## src/hdl/mul_interlock_pkg.sv

```systemverilog
// shared constants for the multiplier pipeline interlock
package mul_interlock_pkg;
   localparam int unsigned OPCLASS_W      = 4;
   localparam int unsigned MM_CYCLES      = 4;
   localparam int unsigned DOUBLE_MA_CNT  = 2;
   localparam int unsigned DECODE_HOLD    = 1;
   localparam int unsigned MM_CNT_W       = 3;

   typedef enum logic [OPCLASS_W-1:0] {
      OP_PLAIN                      = 4'h0,
      OP_DOUBLE_SIGNED_MULTIPLY     = 4'h1,
      OP_DOUBLE_UNSIGNED_MULTIPLY   = 4'h2,
      OP_LONG_PRODUCT_MULTIPLY      = 4'h3,
      OP_WORD_SIGNED_MULTIPLY       = 4'h4,
      OP_LONG_MULTIPLY_ACCUMULATE   = 4'h5,
      OP_WORD_MULTIPLY_ACCUMULATE   = 4'h6,
      OP_ACCUMULATOR_STORE_TO_REG   = 4'h7,
      OP_ACCUMULATOR_STORE_TO_MEM   = 4'h8,
      OP_ACCUMULATOR_LOAD_FROM_REG  = 4'h9,
      OP_ACCUMULATOR_LOAD_FROM_MEM  = 4'hA
   } opclass_t;

   // memory-access sequencer states, one bit changes per step except MA_SECOND back to MA_IDLE
   typedef enum logic [1:0] {
      MA_IDLE   = 2'b00,
      MA_FIRST  = 2'b01,
      MA_SECOND = 2'b11,
      MA_WAIT   = 2'b10
   } ma_state_t;
endpackage

```

## src/hdl/mm_countdown.sv

```systemverilog
// multiplier-busy countdown, loaded when the access stages end
`timescale 1ns/1ps
module mm_countdown
   import mul_interlock_pkg::*;
#(
   parameter int unsigned CYCLES = MM_CYCLES
) (
   input  wire logic                sys_clk,    // system clock
   input  wire logic                sys_rst,    // async reset, high
   input  wire logic                load,       // access stages ended
   output logic                     busy,       // multiplier operating
   output logic [MM_CNT_W-1:0]      remaining   // cycles left
);
   initial begin
      if (CYCLES == 0 || CYCLES >= (1 << MM_CNT_W))
         $error("mm_countdown: CYCLES out of range");
   end

   typedef struct packed {
      logic [MM_CNT_W-1:0] cnt;
   } cd_state_t;

   cd_state_t st;
   cd_state_t next_st;

   always_comb begin
      next_st = st;
      if (load) begin
         next_st.cnt = MM_CNT_W'(CYCLES);
      end else if (st.cnt != '0) begin
         next_st.cnt = st.cnt - MM_CNT_W'(1);
      end
   end

   always_ff @(posedge sys_clk or posedge sys_rst) begin
      if (sys_rst) begin
         st <= '0;
      end else begin
         st <= next_st;
      end
   end

   assign busy      = (st.cnt != '0);
   assign remaining = st.cnt;
endmodule

```

## src/hdl/mul_interlock.sv

```systemverilog
// interlock between decode/fetch and the shared multiplier
//
// Functional notes
// - accumulator load from memory gets an extra multiplier-access stage
// - that access stretches until multiplier idle, counted as one slot
// - accumulator-load access competes with fetch through fetch/access arbitration
// - double multiply: fetch, decode, execute, two accesses, four operating stages
// - operands handed to the multiplier during the access stages
// - multiplier runs four cycles after access, ignoring stalls
// - decode of the instruction after double multiply holds through the first access and while any access waits for the bus
// - double multiply accesses split the slot with a colliding fetch
// - no interlock when the next instruction does not use the multiplier
// - interlock applies to multiply, accumulate and accumulator transfer followers
// - three double multiplies: signed, unsigned, and 32-bit product
`timescale 1ns/1ps
module mul_interlock
   import mul_interlock_pkg::*;
(
   input  wire logic                 sys_clk,          // system clock 200 MHz
   input  wire logic                 sys_rst,          // async reset, high
   input  wire logic                 ex_valid,         // instruction enters execute
   input  wire logic [OPCLASS_W-1:0] ex_opclass,       // its class
   input  wire logic [31:0]          ex_op_a,          // operand a
   input  wire logic [31:0]          ex_op_b,          // operand b
   input  wire logic                 fetch_req,        // fetch wants the bus
   input  wire logic                 bus_ready,        // bus finishes current cycle
   output logic                      decode_stall,     // hold decode stage
   output logic                      ma_active,        // access stage in progress
   output logic                      bus_grant_ma,     // bus given to access
   output logic                      bus_grant_fetch,  // bus given to fetch
   output logic                      mul_start,        // pulse: operands loaded
   output logic                      mul_signed,       // signed operation
   output logic                      mul_long_result,  // 64-bit result wanted
   output logic [31:0]               mul_a,            // operand a to multiplier
   output logic [31:0]               mul_b,            // operand b to multiplier
   output logic                      mul_busy,         // multiplier operating
   output logic                      acc_access        // single-access (MA_WAIT) completion strobe
);
   // ------------------------------------------------------------
   // helpers
   // ------------------------------------------------------------
   function automatic logic is_double(input logic [OPCLASS_W-1:0] c);
      return c == OP_DOUBLE_SIGNED_MULTIPLY || c == OP_DOUBLE_UNSIGNED_MULTIPLY
             || c == OP_LONG_PRODUCT_MULTIPLY;
   endfunction

   function automatic logic uses_mul(input logic [OPCLASS_W-1:0] c);
      return is_double(c) || c == OP_WORD_SIGNED_MULTIPLY
             || c == OP_LONG_MULTIPLY_ACCUMULATE || c == OP_WORD_MULTIPLY_ACCUMULATE
             || c == OP_ACCUMULATOR_STORE_TO_REG || c == OP_ACCUMULATOR_STORE_TO_MEM
             || c == OP_ACCUMULATOR_LOAD_FROM_REG
             || c == OP_ACCUMULATOR_LOAD_FROM_MEM;
   endfunction

   // ------------------------------------------------------------
   // state
   // ------------------------------------------------------------
   typedef struct packed {
      ma_state_t              ma;
      logic [OPCLASS_W-1:0]   cls;
      logic                   fetch_turn;
      logic                   hold;
      logic                   start;
      logic                   sgn;
      logic                   lng;
      logic [31:0]            a;
      logic [31:0]            b;
      logic                   acc;
   } il_state_t;

   il_state_t st;
   il_state_t next_st;
   logic      mm_load;
   logic      mm_busy;
   logic      can_access;
   logic      grant_ma;
   logic      grant_fetch;

   mm_countdown #(.CYCLES(MM_CYCLES)) u_countdown (
      .sys_clk   (sys_clk),
      .sys_rst   (sys_rst),
      .load      (mm_load),
      .busy      (mm_busy),
      .remaining ()
   );

   // ------------------------------------------------------------
   // arbitration: an access may not start while the multiplier runs
   // ------------------------------------------------------------
   always_comb begin
      can_access  = (st.ma != MA_IDLE) && !mm_busy;
      // alternate on collision so the slot is split between access and fetch
      grant_ma    = can_access && (!fetch_req || !st.fetch_turn);
      grant_fetch = fetch_req && !grant_ma;
      mm_load     = grant_ma && bus_ready && st.ma == MA_SECOND;
   end

   // ------------------------------------------------------------
   // sequencer
   // ------------------------------------------------------------
   always_comb begin
      next_st       = st;
      next_st.start = 1'b0;
      next_st.acc   = 1'b0;
      next_st.hold  = 1'b0;
      if (fetch_req && bus_ready && (grant_ma || grant_fetch)) begin
         next_st.fetch_turn = grant_ma;
      end
      case (st.ma)
         MA_IDLE: begin
            if (ex_valid && uses_mul(ex_opclass)) begin
               next_st.cls = ex_opclass;
               next_st.a   = ex_op_a;
               next_st.b   = ex_op_b;
               next_st.sgn = ex_opclass == OP_DOUBLE_SIGNED_MULTIPLY;
               next_st.lng = ex_opclass != OP_LONG_PRODUCT_MULTIPLY;
               // single accesses (incl. accumulator load from memory) use MA_WAIT
               next_st.ma  = is_double(ex_opclass) ? MA_FIRST : MA_WAIT;
               next_st.hold = is_double(ex_opclass);
            end
         end
         MA_FIRST: begin
            if (grant_ma && bus_ready) begin
               next_st.ma    = MA_SECOND;
               next_st.start = 1'b1;
            end
         end
         MA_SECOND: begin
            if (grant_ma && bus_ready) begin
               next_st.ma = MA_IDLE;
            end
         end
         MA_WAIT: begin
            // stretched access: completes as one slot once multiplier idle
            if (grant_ma && bus_ready) begin
               next_st.acc = 1'b1;
               next_st.ma  = MA_IDLE;
            end
         end
         default: next_st.ma = MA_IDLE;
      endcase
   end

   always_ff @(posedge sys_clk or posedge sys_rst) begin
      if (sys_rst) begin
         st <= '0;
      end else begin
         st <= next_st;
      end
   end

   // ------------------------------------------------------------
   // outputs
   // ------------------------------------------------------------
   assign decode_stall    = st.hold || (st.ma != MA_IDLE && !grant_ma) || (st.ma == MA_FIRST);
   assign ma_active       = st.ma != MA_IDLE;
   assign bus_grant_ma    = grant_ma;
   assign bus_grant_fetch = grant_fetch;
   assign mul_start       = st.start;
   assign mul_signed      = st.sgn;
   assign mul_long_result = st.lng;
   assign mul_a           = st.a;
   assign mul_b           = st.b;
   assign mul_busy        = mm_busy;
   assign acc_access      = st.acc;
endmodule

```

## config.mk

```make
export PLATFORM = sky130hd
export DESIGN_NAME = mul_interlock
export DESIGN_NICKNAME = d
export VERILOG_FILES = /design/src/hdl/mul_interlock_pkg.sv /design/src/hdl/mm_countdown.sv /design/src/hdl/mul_interlock.sv
export SDC_FILE = /design/constraint.sdc
export NUM_CORES = 1
export LEC_CHECK = 0
export ABC_AREA = 1
export BUFFER_PORTS_ARGS = -buffer_cell sky130_fd_sc_hd__buf_2
export CAP_MARGIN = 20
export CORE_UTILIZATION = 49
export CTS_CLUSTER_SIZE = 12
export DETAILED_ROUTE_END_ITERATION = 7
export PLACE_DENSITY_LB_ADDON = 0.08
export SLEW_MARGIN = 40
export SYNTH_ARGS = -nofsm -noshare
export SYNTH_HDL_FRONTEND = slang
export SYNTH_SLANG_ARGS = --single-unit
```

## constraint.sdc

```tcl
create_clock -name sys_clk -period 3 [get_ports sys_clk]
set_input_delay 0.75 -clock sys_clk [delete_from_list [all_inputs] [get_ports sys_clk]]
set_output_delay 0.75 -clock sys_clk [all_outputs]
set_load 0.005 [all_outputs]
```

==> qor.txt, run 1 <==
TIMING
-----------------------------------------------------------------------------------------------
Minimum clock period .............................................................      2.53 ns
Pin slew with the least headroom to its limit ....................................     0.603 ns
Slew Limit Headroom ..............................................................        59.7%
Worst hold slack .................................................................     0.461 ns
Clock skew after layout ..........................................................    0.0113 ns
Hold violation count in the final report .........................................            0
Number of pins exceeding their max-slew limit in the final report ................            0
Final setup viols ................................................................            0
Setup TNS ........................................................................         0 ns
Max Fclk .........................................................................    0.395 GHz
Setup WS post-layout .............................................................     0.466 ns
RSZ-0062 raised after global routing .............................................        false
Final critical-path share of the clock period ....................................        84.5%

CLOCKING
-----------------------------------------------------------------------------------------------
Clock input transition at the sequential cells of the worst setup and hold paths .      0.07 ns
Root buffer cell ................................................................. sky130_fd_sc_hd__clkbuf_8
CTS max path bufs ................................................................            2
Clk Latency, worst-skew pair .....................................................      0.34 ns
CTS tree .........................................................................        built
Number of levels the H-tree was split into .......................................            3
Clock buffer count from CTS ......................................................            9
Number of post-CTS setup repair buffers ..........................................            0
Clock Sink Count .................................................................           75
CTS Hold Bufs ....................................................................            0
Cells resized by post-CTS repair .................................................            0

YOSYS
-----------------------------------------------------------------------------------------------
Net Count, Synth .................................................................          487
Proportion of netlist area held by the largest area contributor ..................        51.5%
Most used standard cell by instance count after synthesis ........................ sky130_fd_sc_hd__inv_1
Syn Std Cell Area ................................................................    3640 um^2
Number of synthesis warnings .....................................................            0
Post-synth top cells ............................................................. 82 x sky130_fd_sc_hd__inv_1, 80 x sky130_fd_sc_hd__nand2_1, 75 x sky130_fd_sc_hd__dfrtp_1, 64 x sky130_fd_sc_hd__buf_4, 57 x sky130_fd_sc_hd__o21ai_1
Seq/Total Area, Yosys ............................................................        51.5%
Synth area leader ................................................................ sky130_fd_sc_hd__dfrtp_1
Post-synthesis register bit count ................................................           75
Count of cell types in the netlist ...............................................           24
Number of flops mapped to enable cells by yosys ..................................            0
Most used flip-flop cell after synthesis ......................................... sky130_fd_sc_hd__dfrtp_1
Dominant cells by area after synthesis ........................................... sky130_fd_sc_hd__dfrtp_1 51%, sky130_fd_sc_hd__buf_4 13%, sky130_fd_sc_hd__inv_1 8.4%
Instance count of the mapped netlist .............................................          412
Share of synthesized flip-flops with an asynchronous set or reset ................         100%
Mean instance size in the synthesized netlist ....................................    8.85 um^2

CRITICAL PATH
-----------------------------------------------------------------------------------------------
R2r startpoint ................................................................... u_countdown.remaining[0]
Worst Setup SP ................................................................... u_countdown.remaining[0]
Worst Setup End Kind ............................................................. primary output
Setup CP Type ....................................................................   reg -> out
Data arrival, critical path ......................................................      1.78 ns
WP data required .................................................................      2.25 ns
Cells on worst reg2reg path ......................................................            9
Worst reg2reg setup slack ........................................................      1.33 ns
Largest driver fanout on the critical path .......................................            7
Endpoint of the most critical register-to-register path .......................... u_countdown.remaining[1]
Setup crit start kind ............................................................    flip-flop
Worst setup path end ............................................................. decode_stall

FINAL LAYOUT
-----------------------------------------------------------------------------------------------
Fraction of layout instances using a drive strength above 1 ......................        35.3%
Finished layout cell area ........................................................    4140 um^2
Footprint of the multi-input gates ...............................................     852 um^2
Diodes inserted ..................................................................            0
Utilization after layout .........................................................        57.3%
Synthesis-to-layout area growth ..................................................        13.5%
Filler instances .................................................................          723
Flip-flop and latch area .........................................................    1880 um^2
Final net count ..................................................................          568

ROUTING
-----------------------------------------------------------------------------------------------
Met3 Routed Length ...............................................................       440 um
Number of DRC markers in iteration 0 .............................................          127
DRT met1 WL ......................................................................      2.91 mm
Count of vias placed by the detailed router ......................................         2536
DR vias/cell .....................................................................         4.25
Highest signal layer in the routed design ........................................         met4
Final ANT Viol Nets ..............................................................            0
Routed wl met2 ...................................................................      2.79 mm
Total detailed-routing wirelength ................................................      6.25 mm
First-pass iteration count of the detailed router ................................            4
Routed wire length per instance ..................................................      10.5 um
Number of design rule violations left after detail routing .......................            0

FLOORPLANNING
-----------------------------------------------------------------------------------------------
Chip Height ......................................................................      88.2 um
Top-Level Pins ...................................................................          146
Standard-cell row count ..........................................................           31
Die outline area .................................................................    7790 um^2
Die extent in x ..................................................................      88.2 um
Floorplan Core Area ..............................................................    7210 um^2
Starting density of the core .....................................................        50.5%

PLACE
-----------------------------------------------------------------------------------------------
Place WS .........................................................................     0.806 ns
Post-DP Area .....................................................................    3940 um^2
Routability congestion estimate from global placement ............................        0.701
HPWL reported at the end of detailed placement ...................................      4.41 mm
Buffers added on ports ...........................................................          145

POWER AND IR DROP
-----------------------------------------------------------------------------------------------
Switching Fraction ...............................................................        32.4%
Psw ..............................................................................      1.15 mW
Maximum vdd drop .................................................................       350 uV
LEAKAGE ..........................................................................      2.53 nW
Internal power contribution ......................................................      2.40 mW
Clock group share of total power .................................................        21.2%
Cell area power density ..........................................................  860 nW/um^2
Part of the power in combinational logic .........................................        33.0%
Sequential cell fraction of total power ..........................................        45.9%

GLOBAL ROUTING
-----------------------------------------------------------------------------------------------
Vias in the first global route ...................................................         2210
Initial antenna violation count ..................................................            0
Total global routing overflow ....................................................            0
Wire length of the first global-routing pass .....................................      9.93 mm
Combined global-route utilization of all metal layers ............................        16.8%
Maximum number of pins on one net before global-route repair .....................           77

HOLD PATH
-----------------------------------------------------------------------------------------------
Worst min-delay path category ....................................................  in -> async

STATUS
-----------------------------------------------------------------------------------------------
Outcome ..........................................................................    completed

JOB
-----------------------------------------------------------------------------------------------
Max-cap violation count ..........................................................            0

## cells by family (layout without fill, tap and decap cells)
| group | count (synthesis) | count (layout) | synth area share (%) |
|---|---|---|---|
| buffers and inverters | 162 | 248 | 25.1 |
| flip-flops | 75 | 75 | 51.5 |
| adder cells (fa/ha/maj) | 2 | 2 | 0.686 |
| XOR/XNOR | 2 | 2 | 0.481 |
| AO/OA/AOI/OAI | 71 | 71 | 10.4 |
| AND/OR/NAND/NOR | 100 | 100 | 11.8 |
## power groups by stage
stage | Combinational [mW] | Clock (mW) | Sequential (mW)
after floorplan | 1.16 | 0 | 1.62
after global placement | 1.17 | 0 | 1.63
after detailed placement | 1.20 | 0 | 1.64
after CTS | 1.20 | 0.782 | 1.63
after global routing | 1.36 | 0.821 | 1.69
final | 1.17 | 0.753 | 1.63
## routing by layer
metal,global-route usage [%],up-vias
met2,26.4,84
met4,8.36,0
met5,0,-
met3,4.85,11
li1,-,1342
met1,21.1,1099
## cells in the final DEF (no fill, tap or decap)
cell / instances
sky130_fd_sc_hd__o21ai_1: 57
sky130_fd_sc_hd__o21ai_0: 5
sky130_fd_sc_hd__clkinv_2: 4
sky130_fd_sc_hd__buf_2: 145
sky130_fd_sc_hd__inv_2: 2
sky130_fd_sc_hd__nand3_1: 5
sky130_fd_sc_hd__xor2_1: 1
sky130_fd_sc_hd__nand4_1: 3
sky130_fd_sc_hd__inv_1: 81
sky130_fd_sc_hd__nand2_1: 80
sky130_fd_sc_hd__nor3_1: 1
sky130_fd_sc_hd__clkbuf_8: 10
sky130_fd_sc_hd__a31oi_1: 1
sky130_fd_sc_hd__ha_1: 2
sky130_fd_sc_hd__a21oi_1: 2
sky130_fd_sc_hd__o21ai_2: 6
sky130_fd_sc_hd__bufinv_16: 1
sky130_fd_sc_hd__clkinvlp_4: 1
sky130_fd_sc_hd__nor2_8: 1
sky130_fd_sc_hd__clkbuf_1: 1
sky130_fd_sc_hd__nor2_1: 7
sky130_fd_sc_hd__buf_12: 2
sky130_fd_sc_hd__xnor2_1: 1
sky130_fd_sc_hd__nand2_4: 1
sky130_fd_sc_hd__buf_4: 1
sky130_fd_sc_hd__nand3_4: 1
sky130_fd_sc_hd__nor2_2: 1
sky130_fd_sc_hd__dfrtp_1: 75
## layout make-up
cell class | count | share of cell area (%)
clock inverter | 5 | 1.27
sequential | 75 | 45.4
inverter | 84 | 7.65
multi-input combinational | 175 | 20.6
clock buffer | 11 | 3.42
tap | 99 | 2.99
timing repair buffer | 148 | 18.7
## worst min path at each step
stage          startpoint        end  slack (ns)  cells past startpoint
3_5_place_dp    mul_b[26]  mul_b[26]        0.47                      2
2_1_floorplan   mul_b[11]  mul_b[11]        0.45                      2
5_1_grt         mul_b[19]  mul_b[19]        0.50                      2
3_3_place_gp    mul_b[11]  mul_b[11]        0.46                      2
4_1_cts           sys_rst  mul_b[10]        0.47                      2
6_report          sys_rst   mul_b[5]        0.46                      2
## worst max-delay path, cell delays in order (launching register included)
cell and delay [ns]:
sky130_fd_sc_hd__dfrtp_1 0.39, sky130_fd_sc_hd__inv_1 0.09, sky130_fd_sc_hd__ha_1 0.15, sky130_fd_sc_hd__inv_1 0.05, sky130_fd_sc_hd__nor2_2 0.22, sky130_fd_sc_hd__nand3_1 0.22, sky130_fd_sc_hd__a21oi_1 0.17, sky130_fd_sc_hd__nand2_1 0.05
sky130_fd_sc_hd__buf_2 0.12
## flip-flops by register name (all words and copies together), names as in the netlist
signal,count
mul_a,32
mul_b,32
st,4
u_countdown.remaining,3
acc_access,1
mul_long_result,1
mul_signed,1
mul_start,1
## stage by stage
step	std cells	total power, mW
global placement	581	2.80
CTS	597	3.61
finish	597	3.56
global route	597	3.87
detailed placement	581	2.84
floorplan	412	2.78
Power figures use the tool's default switching activity.
==> run 2, diff against run 1 <==
--- a/config.mk
+++ b/config.mk
@@ -5,10 +5,10 @@
 export SDC_FILE = /design/constraint.sdc
 export NUM_CORES = 1
 export LEC_CHECK = 0
-export ABC_AREA = 1
+export ABC_AREA = 0
 export BUFFER_PORTS_ARGS = -buffer_cell sky130_fd_sc_hd__buf_2
 export CAP_MARGIN = 20
-export CORE_UTILIZATION = 49
+export CORE_UTILIZATION = 48
 export CTS_CLUSTER_SIZE = 12
 export DETAILED_ROUTE_END_ITERATION = 7
 export PLACE_DENSITY_LB_ADDON = 0.08
==> constraint.sdc (replaced) <==
create_clock -name sys_clk -period 2.4 [get_ports sys_clk]
set_input_delay 0.6 -clock sys_clk [delete_from_list [all_inputs] [get_ports sys_clk]]
set_output_delay 0.6 -clock sys_clk [all_outputs]
set_load 0.005 [all_outputs]
==> run 2 against run 1 <==
Register-to-register slack worse by 0.86 ns. First-iteration DRC count decreased by 39%. Clock-buffer cell count shrank 2. Critical endpoint is now bus_grant_fetch.
==> qor.txt, run 2 <==
PLACE
-----------------------------------------------------------------------------------------------
Post-DP Area .....................................................................    3850 um^2
HPWL reported at the end of detailed placement ...................................      4.18 mm
Routability congestion estimate from global placement ............................        0.684
Buffers added on ports ...........................................................          145
Placed Cells .....................................................................          434
Place WS .........................................................................     0.250 ns

FINAL LAYOUT
-----------------------------------------------------------------------------------------------
Leading cell type in the layout, fill and taps excluded .......................... sky130_fd_sc_hd__buf_2
Final net count ..................................................................          424
Post-route insts no fill .........................................................          450
Diodes inserted ..................................................................            0
Fraction of layout instances using a drive strength above 1 ......................        51.1%
Synthesis-to-layout area growth ..................................................        18.5%
Finished layout cell area ........................................................    4100 um^2
Commonest non-fill, non-tap cells in the layout .................................. 145 x sky130_fd_sc_hd__buf_2, 75 x sky130_fd_sc_hd__dfrtp_1, 58 x sky130_fd_sc_hd__mux2_1
Utilization after layout .........................................................        59.7%

YOSYS
-----------------------------------------------------------------------------------------------
Most used flip-flop cell after synthesis ......................................... sky130_fd_sc_hd__dfrtp_1
Most used standard cell by instance count after synthesis ........................ sky130_fd_sc_hd__dfrtp_1
Number of synthesis warnings .....................................................            0
Dominant cells by area after synthesis ........................................... sky130_fd_sc_hd__dfrtp_1 54%, sky130_fd_sc_hd__mux2_1 19%, sky130_fd_sc_hd__buf_4 14%
Instance count of the mapped netlist .............................................          259
Seq/Total Area, Yosys ............................................................        54.2%
Number of flops mapped to enable cells by yosys ..................................            0
Share of synthesized flip-flops with an asynchronous set or reset ................         100%
Post-synth top cells ............................................................. 75 x sky130_fd_sc_hd__dfrtp_1, 66 x sky130_fd_sc_hd__buf_4, 58 x sky130_fd_sc_hd__mux2_1, 7 x sky130_fd_sc_hd__inv_1, 7 x sky130_fd_sc_hd__mux2_2
Proportion of netlist area held by the largest area contributor ..................        54.2%
Post-synthesis register bit count ................................................           75
Mean instance size in the synthesized netlist ....................................    13.4 um^2
Net Count, Synth .................................................................          334
Syn Std Cell Area ................................................................    3460 um^2
Synth area leader ................................................................ sky130_fd_sc_hd__dfrtp_1
Count of cell types in the netlist ...............................................           30

POWER AND IR DROP
-----------------------------------------------------------------------------------------------
Clock group share of total power .................................................        22.7%
Cell area power density .......................................................... 1220 nW/um^2
Sequential cell fraction of total power ..........................................        43.3%
Part of the power in combinational logic .........................................        34.0%
Overall power consumption ........................................................      5.02 mW
Psw ..............................................................................      1.47 mW
Internal power contribution ......................................................      3.55 mW
Maximum vdd drop .................................................................       529 uV
Switching Fraction ...............................................................        29.3%
LEAKAGE ..........................................................................      2.04 nW

GLOBAL ROUTING
-----------------------------------------------------------------------------------------------
Maximum number of pins on one net before global-route repair .....................           76
Combined global-route utilization of all metal layers ............................        15.9%
Vias in the first global route ...................................................         1974
Initial antenna violation count ..................................................            0
Total global routing overflow ....................................................            0
Wire length of the first global-routing pass .....................................      9.11 mm

CRITICAL PATH
-----------------------------------------------------------------------------------------------
Endpoint of the most critical register-to-register path ..........................    mul_a[30]
Setup crit start kind ............................................................    flip-flop
Worst setup path end ............................................................. bus_grant_fetch
Sequence of cells on the critical path ........................................... inv_2 -> ha_1 -> nor2b_4 -> inv_2 -> nor3b_2 -> buf_4 -> nor2b_1 -> buf_2
Worst reg2reg setup slack ........................................................      0.47 ns
Largest stage delay, worst path ..................................................      0.37 ns
Worst Setup End Kind ............................................................. primary output
Cell at the slowest stage of the critical path ................................... sky130_fd_sc_hd__dfrtp_1
Worst Setup SP ................................................................... u_countdown.remaining[0]
Data arrival, critical path ......................................................      1.63 ns
WP data required .................................................................      1.80 ns
Cells on worst reg2reg path ......................................................            4
Largest driver fanout on the critical path .......................................            4
R2r startpoint ...................................................................       st[75]
Most used cell along the critical path ........................................... sky130_fd_sc_hd__inv_2
Setup CP Type ....................................................................   reg -> out

CLOCKING
-----------------------------------------------------------------------------------------------
Clock buffer count from CTS ......................................................            9
Clk Latency, worst-skew pair .....................................................      0.34 ns
CTS tree .........................................................................        built
Number of post-CTS setup repair buffers ..........................................            0
Cells resized by post-CTS repair .................................................            1
Clock input transition at the sequential cells of the worst setup and hold paths .      0.08 ns
CTS max path bufs ................................................................            2
Clock Sink Count .................................................................           75
Number of levels the H-tree was split into .......................................            3
Root buffer cell ................................................................. sky130_fd_sc_hd__clkbuf_8
CTS Hold Bufs ....................................................................            0

ROUTING
-----------------------------------------------------------------------------------------------
Highest signal layer in the routed design ........................................         met4
Number of DRC markers in iteration 0 .............................................           77
Total detailed-routing wirelength ................................................      5.82 mm
Routed wire length per instance ..................................................      12.9 um
First-pass iteration count of the detailed router ................................            4
Final ANT Viol Nets ..............................................................            0
Met3 Routed Length ...............................................................       449 um
Number of design rule violations left after detail routing .......................            0
Count of vias placed by the detailed router ......................................         2126
DR vias/cell .....................................................................         4.72
DRT met1 WL ......................................................................      2.55 mm
Routed wl met2 ...................................................................      2.71 mm

TIMING
-----------------------------------------------------------------------------------------------
Hold violation count in the final report .........................................            0
Worst hold slack .................................................................     0.367 ns
RSZ-0062 raised after global routing .............................................        false
Number of pins exceeding their max-slew limit in the final report ................            0
Clock skew after layout ..........................................................   0.00915 ns
Max Fclk .........................................................................    0.449 GHz
Final critical-path share of the clock period ....................................        92.8%
Setup WS post-layout .............................................................     0.172 ns
Minimum clock period .............................................................      2.23 ns
Pin slew with the least headroom to its limit ....................................     0.440 ns
Final setup viols ................................................................            0
Setup TNS ........................................................................         0 ns
Slew Limit Headroom ..............................................................        70.5%

FLOORPLANNING
-----------------------------------------------------------------------------------------------
Chip Height ......................................................................      86.9 um
Die extent in x ..................................................................      86.9 um
Die outline area .................................................................    7560 um^2
Top-Level Pins ...................................................................          146
Floorplan Core Area ..............................................................    6870 um^2
Standard-cell row count ..........................................................           30
Starting density of the core .....................................................        50.4%

STATUS
-----------------------------------------------------------------------------------------------
Outcome ..........................................................................    completed

HOLD PATH
-----------------------------------------------------------------------------------------------
Worst min-delay path category ....................................................  in -> async

JOB
-----------------------------------------------------------------------------------------------
Max-cap violation count ..........................................................            0

[run 2: changes by cell type after synthesis, sizes merged, moves of 2 or more]
cell    previous run  this run
nand2             81         2
nor2               9         6
o22a               0         2
nor2b              0         3
mux2               0        65
nor3               1         3
nor4               0         2
nand4              3         0
a21o               0         2
inv               84         7
clkbuf             6         1
nand3              6         2
o21ai             68         1
[run 2: final cells by class]
| class | count | area, um^2 |
|---|---|---|
| Fill cell | 602 | 2770 |
| Sequential cell | 75 | 1880 |
| Multi-Input combinational cell | 105 | 1030 |
| Timing Repair Buffer | 151 | 808 |
| Clock buffer | 9 | 124 |
| Tap cell | 96 | 120 |
| Clock inverter | 7 | 116 |
| Inverter | 7 | 30.0 |
[run 2: cell families after synthesis]
family / after synthesis / synth area share (%)
muxes: 65 / 21.1
adders and majority gates: 2 / 0.723
xor gates and xnor gates: 1 / 0.253
and+or+nand+nor: 21 / 3.29
DFF: 75 / 54.2
AOI/OAI and AO/OA: 16 / 3.58
buffers and inverters: 79 / 16.8
[run 2: power groups by stage]
stage,clock (mW),sequential (mW),combinational [mW]
global placement,0,2.18,1.68
CTS,1.18,2.18,1.74
global route,1.22,2.25,1.91
finish,1.14,2.17,1.71
detailed placement,0,2.20,1.73
floorplan,0,2.14,1.67
[run 2: how the worst min path moves through the flow]
stage                      endpoint  slack (ns)  cells past startpoint
after global placement    mul_a[17]        0.46                      1
after CTS                 mul_b[28]        0.37                      3
after floorplan            mul_a[0]        0.46                      1
after global routing      mul_b[28]        0.40                      3
final                     mul_b[22]        0.37                      3
after detailed placement   mul_b[7]        0.47                      1
[run 2: per-layer routing]
layer  GRT usage (%)  vias up
met5               0        -
met4            7.73        0
met3            4.08       10
met2            25.6       84
met1            20.1     1028
li1                -     1004
[run 2: critical path, delay by kind of cell, from the launching register on]
family	cells	cell delay (ns)
simple gates	3	0.35
buf+inv	4	0.41
fa+ha+maj	1	0.17
flops	1	0.37
